<file path="src/hdl/bbdc_map.svh">
`ifndef BBDC_MAP_SVH
`define BBDC_MAP_SVH
// timing
`define BBDC_CLK_NS        50
`define BBDC_SS_TIME_NS    3600000
`define BBDC_SYNC_WIN_NS   10000
`define BBDC_DITH_STEP_NS  40000
`define BBDC_TRIM_MAX      4'sh7
// bus target addresses by address-select level
`define BBDC_ADDR_SEL_HIGH 7'h74
`define BBDC_ADDR_SEL_LOW  7'h75
// register offsets
`define BBDC_REG_VREF_LO   'h0
`define BBDC_REG_VREF_HI   'h1
`define BBDC_REG_ILIM      'h2
`define BBDC_REG_FBK       'h4
`define BBDC_REG_DROOP     'h5
`define BBDC_REG_CTRL      'h6
`define BBDC_REG_STATUS    3'h7
// field positions inside their byte
`define BBDC_ILIM_EN_BIT   'h7
`define BBDC_FBK_SRC_BIT   'h7
`define BBDC_OE_BIT        'h7
`define BBDC_DRAIN_BIT     'h4
// reset values and writable masks, byte n at [8n+7:8n]
`define BBDC_REG_RESET     64'h00000003_00e40000
`define BBDC_REG_MASK      64'h00900783_00ff07ff
// synchronised pin indices
`define BBDC_P_SCL         0
`define BBDC_P_SDA         1
`define BBDC_P_VIN         2
`define BBDC_P_EN_ON       3
`define BBDC_P_EN_OFF      4
`define BBDC_P_DLO         5
`define BBDC_P_DHI         6
`define BBDC_P_DCLK        7
`define BBDC_P_VLOW        8
`define BBDC_P_ASEL        9
`define BBDC_NPINS         10
// synchroniser reset levels: bus lines, supply and enable idle high
`define BBDC_PIN_IDLE      10'h00f
`endif

</file>
<file path="src/hdl/bbdc_pkg.sv">
package bbdc_pkg;
  typedef enum logic [3:0] {
    I2C_IDLE = 4'h0, I2C_ADDR = 4'h1, I2C_AACK = 4'h2, I2C_REG = 4'h3,
    I2C_RACK = 4'h4, I2C_WDAT = 4'h5, I2C_DACK = 4'h6, I2C_RDAT = 4'h7,
    I2C_MACK = 4'h8
  } bbdc_i2c_t;
  typedef struct packed {
    logic        oe;
    logic        discharge_bit;
    logic        feedback_source_bit;
    logic [1:0]  internal_ratio_field;
    logic [2:0]  droop_comp_field;
    logic        ilim_en;
    logic [6:0]  ilim_code;
    logic [10:0] vref_code;
  } bbdc_cfg_t;
endpackage : bbdc_pkg

</file>
<file path="src/hdl/bbdc_core.sv">
`timescale 1ns/1ns
`include "bbdc_map.svh"
// How it works
// - bus commands are taken only with input and enable pin above lockout
// - output enable ramps the reference from zero to the code in 3.6 ms
// - enable pin below 0.4 V shuts the device down completely
// - shutdown returns every register to its default
// - output enable low stops switching, bus stays alive
// - output enable low with discharge bit sinks output until under 0.8 V
// - dither pin below 0.4 V or above 1.2 V turns dithering off
// - an external sync clock on the dither pin turns dithering off
// - active dithering sweeps the frequency over plus and minus 7 percent
// - an 11-bit reference code spans offsets 00h and 01h
// - feedback source bit picks internal ratio or external divider
// - two-bit ratio field picks one of four internal feedback ratios
// - three-bit droop field sets cable compensation, zero after reset
// - current limit code is a sense voltage in 0.5 mV steps
// - clearing the current limit enable bit disables limiting
// - bus target at 74h or 75h by address pin, registers 00h to 07h
module bbdc_core
  import bbdc_pkg::*;
#(
  parameter int unsigned SS_CYCLES = `BBDC_SS_TIME_NS / `BBDC_CLK_NS
) (
  // clock and reset
  input  wire logic              clk_sys,
  input  wire logic              rst,
  // serial bus pins
  input  wire logic              scl,
  input  wire logic              sda_in,
  output logic                   sda_out,
  output logic                   sda_oe,
  // comparator and pin levels
  input  wire logic              vin_above_lockout,
  input  wire logic              enable_lockout_pin_on,
  input  wire logic              enable_lockout_pin_off,
  input  wire logic              dither_sync_pin_low,
  input  wire logic              dither_sync_pin_high,
  input  wire logic              dither_sync_pin_clk,
  input  wire logic              vout_below_0v8,
  input  wire logic              addr_select,
  // converter control
  output bbdc_cfg_t              cfg,
  output logic [10:0]            vref_ramp,
  output logic                   switch_en,
  output logic                   discharge_en,
  output logic                   dither_en,
  output logic signed [3:0]      freq_trim_pct
);
  localparam logic [63:0] REG_RESET = `BBDC_REG_RESET;
  localparam logic [63:0] REG_MASK  = `BBDC_REG_MASK;
  localparam int SYNC_CYC = `BBDC_SYNC_WIN_NS / `BBDC_CLK_NS;
  localparam int DITH_CYC = `BBDC_DITH_STEP_NS / `BBDC_CLK_NS;

  //////////////////////////////////////////////////////////////////////////
  // pin synchronisers
  logic [`BBDC_NPINS-1:0] pin_raw, pin_m, pin_s, pin_q;
  assign pin_raw = {addr_select, vout_below_0v8, dither_sync_pin_clk,
                    dither_sync_pin_high, dither_sync_pin_low,
                    enable_lockout_pin_off, enable_lockout_pin_on,
                    vin_above_lockout, sda_in, scl};
  // two flops per pin, then one delay stage for edges; idle levels on reset
  // so that no false sync edge is seen once reset lets go
  always_ff @(posedge clk_sys) begin
    if (rst) begin
      pin_m <= `BBDC_PIN_IDLE;
      pin_s <= `BBDC_PIN_IDLE;
      pin_q <= `BBDC_PIN_IDLE;
    end else begin
      pin_m <= pin_raw;
      pin_s <= pin_m;
      pin_q <= pin_s;
    end
  end

  //////////////////////////////////////////////////////////////////////////
  // power state and bus conditions
  wire shut      = pin_s[`BBDC_P_EN_OFF] | ~pin_s[`BBDC_P_VIN];
  wire cmd_ready = ~shut & pin_s[`BBDC_P_EN_ON];
  wire scl_s     = pin_s[`BBDC_P_SCL];
  wire sda_s     = pin_s[`BBDC_P_SDA];
  wire scl_rise  = scl_s & ~pin_q[`BBDC_P_SCL];
  wire scl_fall  = ~scl_s & pin_q[`BBDC_P_SCL];
  wire start_c   = scl_s & pin_q[`BBDC_P_SCL] & ~sda_s & pin_q[`BBDC_P_SDA];
  wire stop_c    = scl_s & pin_q[`BBDC_P_SCL] & sda_s & ~pin_q[`BBDC_P_SDA];
  wire [6:0] my_addr = pin_s[`BBDC_P_ASEL] ? `BBDC_ADDR_SEL_HIGH
                                           : `BBDC_ADDR_SEL_LOW;

  //////////////////////////////////////////////////////////////////////////
  // serial target state
  bbdc_i2c_t   state;
  logic [3:0]  cnt;
  logic [7:0]  shreg;
  logic        rd_mode;
  logic [2:0]  ptr;
  logic [63:0] regs;
  logic        ss_run, ss_done, sync_lock;
  wire  rx_state = (state == I2C_ADDR) | (state == I2C_REG) |
                   (state == I2C_WDAT);
  wire  addr_hit = (shreg[7:1] == my_addr);
  wire  byte_end = scl_fall & (cnt == 4'h8);
  wire  [7:0] status  = {4'h0, ss_run, ss_done, dither_en, sync_lock};
  wire  [7:0] rd_byte = (ptr == `BBDC_REG_STATUS) ? status
                        : regs[{ptr, 3'b000} +: 8];
  wire  [7:0] wmask   = REG_MASK[{ptr, 3'b000} +: 8];
  wire  [7:0] wr_byte = (shreg & wmask) | (regs[{ptr, 3'b000} +: 8] & ~wmask);
  wire  do_write = byte_end & (state == I2C_WDAT);

  // bit engine: sample on scl rise, drive sda on scl fall
  always_ff @(posedge clk_sys) begin
    if (rst || !cmd_ready) begin
      state   <= I2C_IDLE;
      cnt     <= 4'h0;
      shreg   <= 8'h00;
      rd_mode <= 1'b0;
      sda_oe  <= 1'b0;
    end else if (start_c) begin
      state  <= I2C_ADDR;
      cnt    <= 4'h0;
      sda_oe <= 1'b0;
    end else if (stop_c) begin
      state  <= I2C_IDLE;
      sda_oe <= 1'b0;
    end else if (scl_rise) begin
      if (rx_state) begin
        shreg <= {shreg[6:0], sda_s};
        cnt   <= 4'(cnt + 4'h1);
      end else if (state == I2C_RDAT) begin
        cnt <= 4'(cnt + 4'h1);
      end else if (state == I2C_MACK && sda_s) begin
        state <= I2C_IDLE;                    // controller nack ends a read
      end
    end else if (scl_fall) begin
      case (state)
        I2C_ADDR: if (cnt == 4'h8) begin
          if (addr_hit) begin
            state   <= I2C_AACK;
            sda_oe  <= 1'b1;
            rd_mode <= shreg[0];
          end else begin
            state <= I2C_IDLE;
          end
        end
        I2C_REG: if (cnt == 4'h8) begin
          state  <= I2C_RACK;
          sda_oe <= 1'b1;
        end
        I2C_WDAT: if (cnt == 4'h8) begin
          state  <= I2C_DACK;
          sda_oe <= 1'b1;
        end
        I2C_AACK, I2C_MACK: begin
          cnt <= 4'h0;
          if (rd_mode) begin
            state  <= I2C_RDAT;
            shreg  <= rd_byte;
            sda_oe <= ~rd_byte[7];
          end else begin
            state  <= I2C_REG;
            sda_oe <= 1'b0;
          end
        end
        I2C_RACK, I2C_DACK: begin
          state  <= I2C_WDAT;
          cnt    <= 4'h0;
          sda_oe <= 1'b0;
        end
        I2C_RDAT: if (cnt == 4'h8) begin
          state  <= I2C_MACK;
          sda_oe <= 1'b0;
        end else begin
          shreg  <= {shreg[6:0], 1'b0};
          sda_oe <= ~shreg[6];
        end
        default: ;
      endcase
    end
  end

  // open-drain data line only ever pulls low
  always_ff @(posedge clk_sys) begin
    sda_out <= 1'b0;
  end

  //////////////////////////////////////////////////////////////////////////
  // register file and pointer
  always_ff @(posedge clk_sys) begin
    if (rst || shut) begin
      regs <= REG_RESET;
      ptr  <= 3'h0;
    end else if (byte_end && state == I2C_REG) begin
      ptr <= shreg[2:0];
    end else if (do_write) begin
      regs[{ptr, 3'b000} +: 8] <= wr_byte;
      ptr <= 3'(ptr + 3'h1);                   // auto-increment for bursts
    end else if (byte_end && state == I2C_RDAT) begin
      ptr <= 3'(ptr + 3'h1);
    end
  end

  // field decode into the control word
  bbdc_cfg_t next_cfg;
  assign next_cfg.oe = regs[`BBDC_REG_CTRL*8 + `BBDC_OE_BIT];
  assign next_cfg.discharge_bit = regs[`BBDC_REG_CTRL*8 + `BBDC_DRAIN_BIT];
  assign next_cfg.feedback_source_bit =
           regs[`BBDC_REG_FBK*8 + `BBDC_FBK_SRC_BIT];
  assign next_cfg.internal_ratio_field =
           regs[`BBDC_REG_FBK*8 +: 2];
  assign next_cfg.droop_comp_field =
           regs[`BBDC_REG_DROOP*8 +: 3];
  assign next_cfg.ilim_en =
           regs[`BBDC_REG_ILIM*8 + `BBDC_ILIM_EN_BIT];
  assign next_cfg.ilim_code = regs[`BBDC_REG_ILIM*8 +: 7];
  assign next_cfg.vref_code = regs[10:0];

  always_ff @(posedge clk_sys) begin
    if (rst) cfg <= bbdc_cfg_t'(0);
    else     cfg <= next_cfg;
  end

  //////////////////////////////////////////////////////////////////////////
  // soft start: rate-matched accumulator gives even steps
  logic [31:0] ss_cnt, ss_acc;
  wire  [31:0] acc_sum = ss_acc + {21'h0, cfg.vref_code};
  always_ff @(posedge clk_sys) begin
    if (rst || shut || !cfg.oe) begin
      ss_cnt    <= 32'h0;
      ss_acc    <= 32'h0;
      vref_ramp <= 11'h000;
      ss_run    <= 1'b0;
      ss_done   <= 1'b0;
    end else if (!ss_done) begin
      ss_cnt  <= ss_cnt + 32'h1;
      ss_run  <= (ss_cnt != SS_CYCLES - 1);
      ss_done <= (ss_cnt == SS_CYCLES - 1);
      if (acc_sum >= SS_CYCLES) begin
        ss_acc    <= acc_sum - SS_CYCLES;
        vref_ramp <= 11'(vref_ramp + 11'h001);
      end else begin
        ss_acc <= acc_sum;
      end
    end else begin
      vref_ramp <= cfg.vref_code;          // later code writes take effect
    end
  end

  // power stage enables
  always_ff @(posedge clk_sys) begin
    if (rst) begin
      switch_en    <= 1'b0;
      discharge_en <= 1'b0;
    end else begin
      switch_en    <= cmd_ready & cfg.oe;
      discharge_en <= cmd_ready & ~cfg.oe & cfg.discharge_bit &
                      ~pin_s[`BBDC_P_VLOW];
    end
  end

  //////////////////////////////////////////////////////////////////////////
  // sync detection and frequency dither
  logic [15:0] sync_tmr, dith_tmr;
  logic        trim_up;
  wire  dclk_edge = pin_s[`BBDC_P_DCLK] ^ pin_q[`BBDC_P_DCLK];
  wire  next_dith = cmd_ready & ~pin_s[`BBDC_P_DLO] & ~pin_s[`BBDC_P_DHI]
                    & ~sync_lock;
  assign sync_lock = (sync_tmr != 16'h0);
  always_ff @(posedge clk_sys) begin
    if (rst) sync_tmr <= 16'h0;
    else if (dclk_edge) sync_tmr <= 16'(SYNC_CYC);
    else if (sync_lock) sync_tmr <= 16'(sync_tmr - 16'h1);
  end

  always_ff @(posedge clk_sys) begin
    if (rst || !next_dith) begin
      dither_en     <= 1'b0;
      freq_trim_pct <= 4'sh0;
      dith_tmr      <= 16'h0;
      trim_up       <= 1'b1;
    end else begin
      dither_en <= 1'b1;
      dith_tmr  <= (dith_tmr == 16'(DITH_CYC - 1)) ? 16'h0
                   : 16'(dith_tmr + 16'h1);
      if (dith_tmr == 16'(DITH_CYC - 1)) begin
        freq_trim_pct <= trim_up ? freq_trim_pct + 4'sh1
                                 : freq_trim_pct - 4'sh1;
        if (trim_up && freq_trim_pct == `BBDC_TRIM_MAX - 4'sh1)
          trim_up <= 1'b0;
        if (!trim_up && freq_trim_pct == 4'sh1 - `BBDC_TRIM_MAX)
          trim_up <= 1'b1;
      end
    end
  end

  //////////////////////////////////////////////////////////////////////////
  // checks
  AST_UNREADY: assert property (@(posedge clk_sys) disable iff (rst)
    !cmd_ready |=> state == I2C_IDLE && !sda_oe)
    else $error("bus active while not ready");
  AST_SS_GO: assert property (@(posedge clk_sys) disable iff (rst)
    (cmd_ready && $rose(cfg.oe)) |=> vref_ramp == 11'h000 ##1 ss_run)
    else $error("soft start did not begin from zero");
  AST_SS_END: assert property (@(posedge clk_sys) disable iff (rst)
    ($rose(ss_done) && $stable(cfg.vref_code)) |-> vref_ramp == cfg.vref_code)
    else $error("ramp ended off target");
  AST_SHUTDN: assert property (@(posedge clk_sys) disable iff (rst)
    shut |=> !switch_en && !discharge_en && !sda_oe && !dither_en)
    else $error("outputs active in shutdown");
  AST_DEFAULT: assert property (@(posedge clk_sys) disable iff (rst)
    shut |=> regs == REG_RESET)
    else $error("registers not defaulted in shutdown");
  AST_OE_OFF: assert property (@(posedge clk_sys) disable iff (rst)
    !cfg.oe |=> !switch_en)
    else $error("switching with output enable low");
  AST_DRAIN: assert property (@(posedge clk_sys) disable iff (rst)
    (cmd_ready && !cfg.oe && cfg.discharge_bit && !pin_s[`BBDC_P_VLOW])
      |=> discharge_en)
    else $error("discharge not active");
  AST_PIN_WIN: assert property (@(posedge clk_sys) disable iff (rst)
    (pin_s[`BBDC_P_DLO] || pin_s[`BBDC_P_DHI]) |=> !dither_en &&
      freq_trim_pct == 4'sh0)
    else $error("dither active with pin out of window");
  AST_SYNC: assert property (@(posedge clk_sys) disable iff (rst)
    dclk_edge |=> sync_lock ##1 !dither_en)
    else $error("dither active with sync clock");
  AST_SPAN: assert property (@(posedge clk_sys) disable iff (rst)
    freq_trim_pct <= `BBDC_TRIM_MAX && freq_trim_pct >= -`BBDC_TRIM_MAX)
    else $error("dither beyond span");
  AST_ILIM: assert property (@(posedge clk_sys) disable iff (rst)
    !regs[`BBDC_REG_ILIM*8 + `BBDC_ILIM_EN_BIT] |=> !cfg.ilim_en)
    else $error("current limit enabled after clear");
  AST_ADDR: assert property (@(posedge clk_sys) disable iff (rst)
    (state == I2C_ADDR && byte_end && !start_c && !stop_c && cmd_ready &&
     !addr_hit) |=> state == I2C_IDLE && !sda_oe)
    else $error("acked foreign address");
  AST_MONO: assert property (@(posedge clk_sys) disable iff (rst)
    (ss_run && $past(ss_run)) |-> vref_ramp >= $past(vref_ramp) &&
      vref_ramp <= 11'($past(vref_ramp) + 11'h001))
    else $error("ramp not monotonic");
endmodule : bbdc_core

</file>
<file path="config.mk">
export PLATFORM = sky130hd
export DESIGN_NAME = bbdc_core
export DESIGN_NICKNAME = d
export VERILOG_FILES = /design/src/hdl/bbdc_pkg.sv /design/src/hdl/bbdc_core.sv
export VERILOG_INCLUDE_DIRS = /design/src /design/src/hdl
export SDC_FILE = /design/constraint.sdc
export NUM_CORES = 1
export LEC_CHECK = 0
export BUFFER_PORTS_ARGS = -buffer_cell sky130_fd_sc_hd__buf_2
export CAP_MARGIN = 20
export CELL_PAD_IN_SITES_DETAIL_PLACEMENT = 1
export CELL_PAD_IN_SITES_GLOBAL_PLACEMENT = 2
export CORE_ASPECT_RATIO = 0.6
export CORE_MARGIN = 3
export CORE_UTILIZATION = 41
export CTS_CLUSTER_DIAMETER = 40
export CTS_CLUSTER_SIZE = 14
export DETAILED_ROUTE_END_ITERATION = 16
export GPL_TIMING_DRIVEN = 0
export PLACE_DENSITY = 0.84
export SETUP_SLACK_MARGIN = 0.05
export SYNTH_ARGS = -nofsm -noshare
export SYNTH_HDL_FRONTEND = slang
export SYNTH_SLANG_ARGS = --single-unit
</file>
<file path="constraint.sdc">
create_clock -name clk_sys -period 11.1 [get_ports clk_sys]
set_input_delay 3.33 -clock clk_sys [delete_from_list [all_inputs] [get_ports clk_sys]]
set_output_delay 3.33 -clock clk_sys [all_outputs]
set_load 0.03 [all_outputs]
</file>
==> impl_metrics.json, run 1 <==
{
  "status": "finished clean",
  "antenna_found_initial": 1,
  "min_path_cells": 1,
  "synth_enable_flop_cells": 0,
  "grt_pass1_wl_um": 63200,
  "rows": 49,
  "cts_hold_buffers": 0,
  "grt_max_degree": 15,
  "drtAntennaViolNets": 0,
  "die_y_um": 142.6,
  "core-area_um2": 30290,
  "clkLatencyLatePin_ns": 0.54,
  "vias_per_cell": 5.662,
  "p_leak_nw": 5.602,
  "r2r_cells": 18,
  "place.gp.congestion": 0.8693,
  "cts.sinks": 252,
  "dr.pass1.iters": 5,
  "synth_fp_nets": 1516,
  "max_freq_mhz": 186.5,
  "synth_seq_cells": 252,
  "grt_pass1_vias": 11030,
  "finalHoldViolations": 0,
  "rsz0062_at_grt": "no",
  "synth_area_um2": 12750,
  "synth_cell_types": 84,
  "period_share_pct": 48.31,
  "post-route-util_pct": 48.78,
  "crit_path_end_kind": "flop",
  "n_antenna_cell": 0,
  "critPathRequiredTime_ns": 11.55,
  "drv_slew": 0,
  "tightest_slew_ns": 1.001,
  "hold_class": "reg -> reg",
  "hpwlAfterDp_um": 30140,
  "synthFlopType": "dfxtp_1",
  "min_period_ns": 5.362,
  "synthToLayoutAreaGrowth_pct": 15.88,
  "vias": 11320,
  "nets": 1612,
  "crit_type": "in -> reg",
  "crit_path_start_kind": "primary input",
  "synth_async_sr_flop_share_pct": 0,
  "cts.htree.levels": 2,
  "pin_count": 59,
  "cts_buffers": 34,
  "ctsRootBufferMaster": "clkbuf_16",
  "synth_top_area_share_pct": 39.57,
  "drc": 0,
  "drt_iter0_drc": 832,
  "drive_gt1_share_pct": 11.81,
  "cts_tree": "built",
  "syn_area_per_cell_um2": 8.667,
  "synthCells": 1471,
  "fin_skew_ns": 0.03946,
  "initial_utilization_pct": 42.10,
  "p_per_area_nw_per_um2": 158.2,
  "crit_arrival_ns": 5.81,
  "ys_warn_count": 0,
  "drv_cap": 0,
  "postCtsResizedCells": 0,
  "port_buffers": 57,
  "yosysTopAreaCell": "dfxtp_1",
  "routed_wirelength_um": 40230,
  "yosysSeqAreaShare_pct": 39.57,
  "postCtsSetupBuffers": 0,
  "cp_max_fo": 10,
  "clkTransAtPathRegs_ns": 0.06,
  "post_drt_wl_per_cell_um": 20.11,
  "clk_path_buf_depth": 3,
  "ys_top_cells_by_area": "dfxtp_1, mux2i_1, nor2_1, xor2_1, nand2_1",
  "vdd_drop_max_mv": 0.1170,
  "slew_headroom_pct": 32.35,
  "fin_setup_tns_ns": 0,
  "grtUsageTotal_pct": 24.16,
  "finalSetupViolCount": 0,
  "die_area_um2": 33320,
  "die_x_um": 233.7,
  "grt_overflow": 0
}
[critical path, cell delays in order]
cell and delay (ns):
buf_2 0.11, nor3b_1 0.30, clkbuf_1 0.63, nand2_1 0.25, nor3_1 0.21, nand2_1 0.21, inv_1 0.18, nand2_1 0.16
clkbuf_1 0.27, nor2_1 0.15
[Yosys cell counts, types with 31 or more instances]
library cell and number:
xnor2_1 45, a21oi_1 93, inv_1 34, dfxtp_1 252, nand2_1 128, nor2b_1 46, nand3_1 40, nor3_1 31
or3_1 32, mux2i_1 81, o21ai_0 54, clkbuf_1 59, ha_1 31, nor2_1 193, xor2_1 59
[routing by layer]
layer	GRT usage [%]	wire, um
met5	0	13
met3	4.920	2612
met1	39.02	21690
met4	4.342	524
met2	32.55	15390
[stage by stage]
step	cells	setup slack [ns]	hold WS (ns)	cell area, um^2	power, W
2_1_floorplan	1471	6.244	0.3762	12750	0.001138
3_3_place_gp	1936	5.158	0.3824	13550	0.001184
3_5_place_dp	1939	5.181	0.3924	13570	0.001196
4_1_cts	2000	5.693	0.4005	14770	0.002362
5_1_grt	2000	5.378	0.4149	14770	0.002439
6_report	2000	5.738	0.3953	14770	0.002337
[power breakdown]
part / internal (W) / total (W) / switching [W]
registers: 0.000940 / 0.000969 / 0.0000289
clock network: 0.000714 / 0.00116 / 0.000446
logic: 0.0000824 / 0.000208 / 0.000126
total: 0.00174 / 0.00234 / 0.000601
[flip-flops by register name (all words and copies together), names as in the netlist, 3 cells and up]
name / count
pin_q: 3
pin_s: 10
dith_tmr: 16
regs: 64
ptr: 3
sync_tmr: 16
ss_cnt: 32
shreg: 8
state: 4
pin_m: 10
cnt: 4
freq_trim_pct: 4
vref_ramp: 11
cfg: 27
ss_acc: 32
[placed cells by master, fill, tap and decap left out, types with 40 or more instances in the layout]
master	netlist	routed
xor2_1	59	59
clkbuf_1	59	62
o21ai_0	54	54
nand3_1	40	40
a21oi_1	93	93
mux2i_1	81	81
dfxtp_1	252	252
xnor2_1	45	45
buf_2	9	67
nand2_1	128	128
nor2b_1	46	46
nor2_1	193	193
[final cells by class]
class                   count  area (um^2)
flip-flops and latches    252         5045
clock inverters            21        296.5
fillers                  3591        15510
plain buffers              78        324.1
clock buffers              40        903.4
repair buffers             60        309.0
multi-input cells        1107         7258
well taps                 408        510.5
inverters                  34        127.6
[cells by family (layout without fill, tap and decap cells)]
group,count (synthesis),in the layout,share of synthesized area [%]
compound gates,259,259,13.33
xor+xnor,104,104,7.144
flops,252,252,39.57
other cells,1,1,0.02941
fa+ha+maj,33,33,3.356
mux,100,100,9.450
buf+inv,112,233,3.543
simple gates,610,610,23.58
[final timing paths]
path | end | slack, ns | from
setup / recovery | dith_tmr[7]$_SDFF_PP0_ | 5.74 | rst
hold / removal | discharge_en$_SDFF_PP0_ | 0.40 | pin_s[8]$_SDFF_PP0_
setup reg to reg | ss_acc[15]$_SDFFE_PP0N_ | 5.91 | cfg[4]$_SDFF_PP0_
hold reg to reg | discharge_en$_SDFF_PP0_ | 0.40 | pin_s[8]$_SDFF_PP0_
No activity file was read; power rests on OpenSTA's default activity.
==> run 2: changes to the inputs <==
--- a/config.mk
+++ b/config.mk
@@ -12,12 +12,12 @@
 export CELL_PAD_IN_SITES_GLOBAL_PLACEMENT = 2
 export CORE_ASPECT_RATIO = 0.6
 export CORE_MARGIN = 3
-export CORE_UTILIZATION = 41
+export CORE_UTILIZATION = 39
 export CTS_CLUSTER_DIAMETER = 40
 export CTS_CLUSTER_SIZE = 14
 export DETAILED_ROUTE_END_ITERATION = 16
 export GPL_TIMING_DRIVEN = 0
-export PLACE_DENSITY = 0.84
+export PLACE_DENSITY = 0.81
 export SETUP_SLACK_MARGIN = 0.05
 export SYNTH_ARGS = -nofsm -noshare
 export SYNTH_HDL_FRONTEND = slang
==> constraint.sdc (replaced) <==
create_clock -name clk_sys -period 5.3 [get_ports clk_sys]
set_input_delay 1.59 -clock clk_sys [delete_from_list [all_inputs] [get_ports clk_sys]]
set_output_delay 1.59 -clock clk_sys [all_outputs]
set_load 0.03 [all_outputs]
==> impl_metrics.json, run 2 (synthesis gave the netlist of run 1 again) <==
{
  "status": "finished clean",
  "max_stage_delay_ns": 0.51,
  "n_fill_cell": 3743,
  "p_per_area_nw_per_um2": 333.9,
  "die_y_um": 146.1,
  "power_w": 0.004963,
  "slew_headroom_pct": 29.61,
  "cts_tree": "built",
  "hold_class": "reg -> reg",
  "grt_pass1_vias": 11230,
  "reg_top3": "regs x64, ss_acc x32, ss_cnt x32",
  "routed_wirelength_um": 40620,
  "critPathSlowestCell": "or4_1",
  "dr_wl_met2_um": 15650,
  "dr.pass1.iters": 5,
  "stdcell_count": 2011,
  "drt_iter0_drc": 705,
  "antenna_found_initial": 0,
  "multi_input_comb_area_um2": 7291,
  "post_drt_wl_per_cell_um": 20.20,
  "crit_arrival_ns": 5.50,
  "critPathRequiredTime_ns": 5.71,
  "drtAntennaViolNets": 0,
  "n_antenna_cell": 0,
  "final_cell_mix": "dfxtp_1, nor2_1, nand2_1, a21oi_1, mux2i_1",
  "rsz0062_at_grt": "no",
  "worstPathCellList": "ha_1, and2_1, a221oi_2, a21o_1, nand2_1, a21oi_1, xor2_1, ha_1, nand3_1, or4_1, o21ai_0, a22o_1, a211oi_2, and3_1, buf_6, or4_4, and4_4, a211o_1",
  "clkLatencyLatePin_ns": 0.53,
  "cp_max_fo": 6,
  "grt_max_degree": 15,
  "crit_path_end_kind": "flop",
  "tightest_slew_ns": 1.041,
  "drv_cap": 0,
  "rows": 50,
  "place_inst": 1947,
  "p_leak_nw": 5.632,
  "drv_slew": 0,
  "final_common_cell": "dfxtp_1",
  "pin_count": 59,
  "finalHoldViolations": 0,
  "vias": 11180,
  "die_x_um": 239.4,
  "vias_per_cell": 5.558,
  "fin_skew_ns": 0.02438,
  "top_register": "regs",
  "wl_met1_um": 22010,
  "initial_utilization_pct": 40.28,
  "grt_pass1_wl_um": 64520,
  "crit_type": "reg -> reg",
  "fin_setup_tns_ns": 0,
  "cts_buffers": 36,
  "post-route-util_pct": 46.95,
  "min_period_ns": 5.085,
  "cts.sinks": 252,
  "grt_overflow": 0,
  "die_area_um2": 34970,
  "drive_gt1_share_pct": 12.35,
  "max_freq_mhz": 196.7,
  "core-area_um2": 31660,
  "seq_area_um2": 5045,
  "port_buffers": 57,
  "highest_layer": "met4",
  "nets": 1614,
  "postCtsSetupBuffers": 0,
  "ctsRootBufferMaster": "clkbuf_16",
  "clk_path_buf_depth": 3,
  "clkTransAtPathRegs_ns": 0.06,
  "finalSetupViolCount": 0,
  "hpwlAfterDp_um": 30550,
  "cp_common_cell": "ha_1",
  "largest_reg_flops": 64,
  "vdd_drop_max_mv": 0.2587,
  "crit_path_start_kind": "flop",
  "wl_met3_um": 2449,
  "setup_ws_ns": 0.2154,
  "dp_slack_ns": 0.2497,
  "grtUsageTotal_pct": 23.18,
  "drc": 0,
  "period_share_pct": 95.94,
  "cts.htree.levels": 2,
  "synthToLayoutAreaGrowth_pct": 16.58,
  "place.gp.congestion": 0.8565
}
## run 2: final timing paths
check	slack [ns]	end	from	depth (start not counted)
worst min register to register	0.39	discharge_en$_SDFF_PP0_	pin_s[8]$_SDFF_PP0_	1
worst max-delay path	0.22	ss_acc[12]$_SDFFE_PP0N_	cfg[4]$_SDFF_PP0_	18
worst max register to register	0.22	ss_acc[12]$_SDFFE_PP0N_	cfg[4]$_SDFF_PP0_	18
worst min-delay path	0.39	discharge_en$_SDFF_PP0_	pin_s[8]$_SDFF_PP0_	1
## run 2: worst max-delay path, delay by kind of cell, from the launching register on
kind,cells,cell delay [ns]
compound gates,7,1.75
xor+xnor,1,0.30
simple gates,7,1.79
buf+inv,1,0.16
flops,1,0.35
fa+ha+maj,2,0.63
## run 2: timing repair
action / 4_1_cts / 5_1_grt
endpoints found under the setup margin: 0 / 18
gates resized for setup: 0 / 7
hold buffers: 0 / 0
## run 2: report_power, final
part           total [W]  internal [W]  switching (W)
registers        0.00203       0.00197      0.0000618
clock network    0.00249       0.00151       0.000973
logic           0.000447      0.000176       0.000271
## run 2: metrics by stage
stage          instance area [um^2]  hold WS [ns]
2_1_floorplan                 12750        0.3762
3_3_place_gp                  13560        0.3869
3_5_place_dp                  13590        0.3852
4_1_cts                       14830        0.3953
5_1_grt                       14860        0.4196
6_report                      14860        0.3948
## run 2: cell type report
type,instances,share of cell area [%]
Sequential cell,252,33.94
Clock buffer,43,6.659
Timing Repair Buffer,60,2.096
Inverter,34,0.8587
Clock inverter,21,1.709
Buffer,78,2.180
Multi-Input combinational cell,1107,49.05
Tap cell,416,3.502
## run 2: metal layers
metal,up-vias,GRT usage (%)
met2,214,31.13
met3,46,4.984
met4,0,4.106
li1,5371,-
met1,5547,37.42
met5,-,0
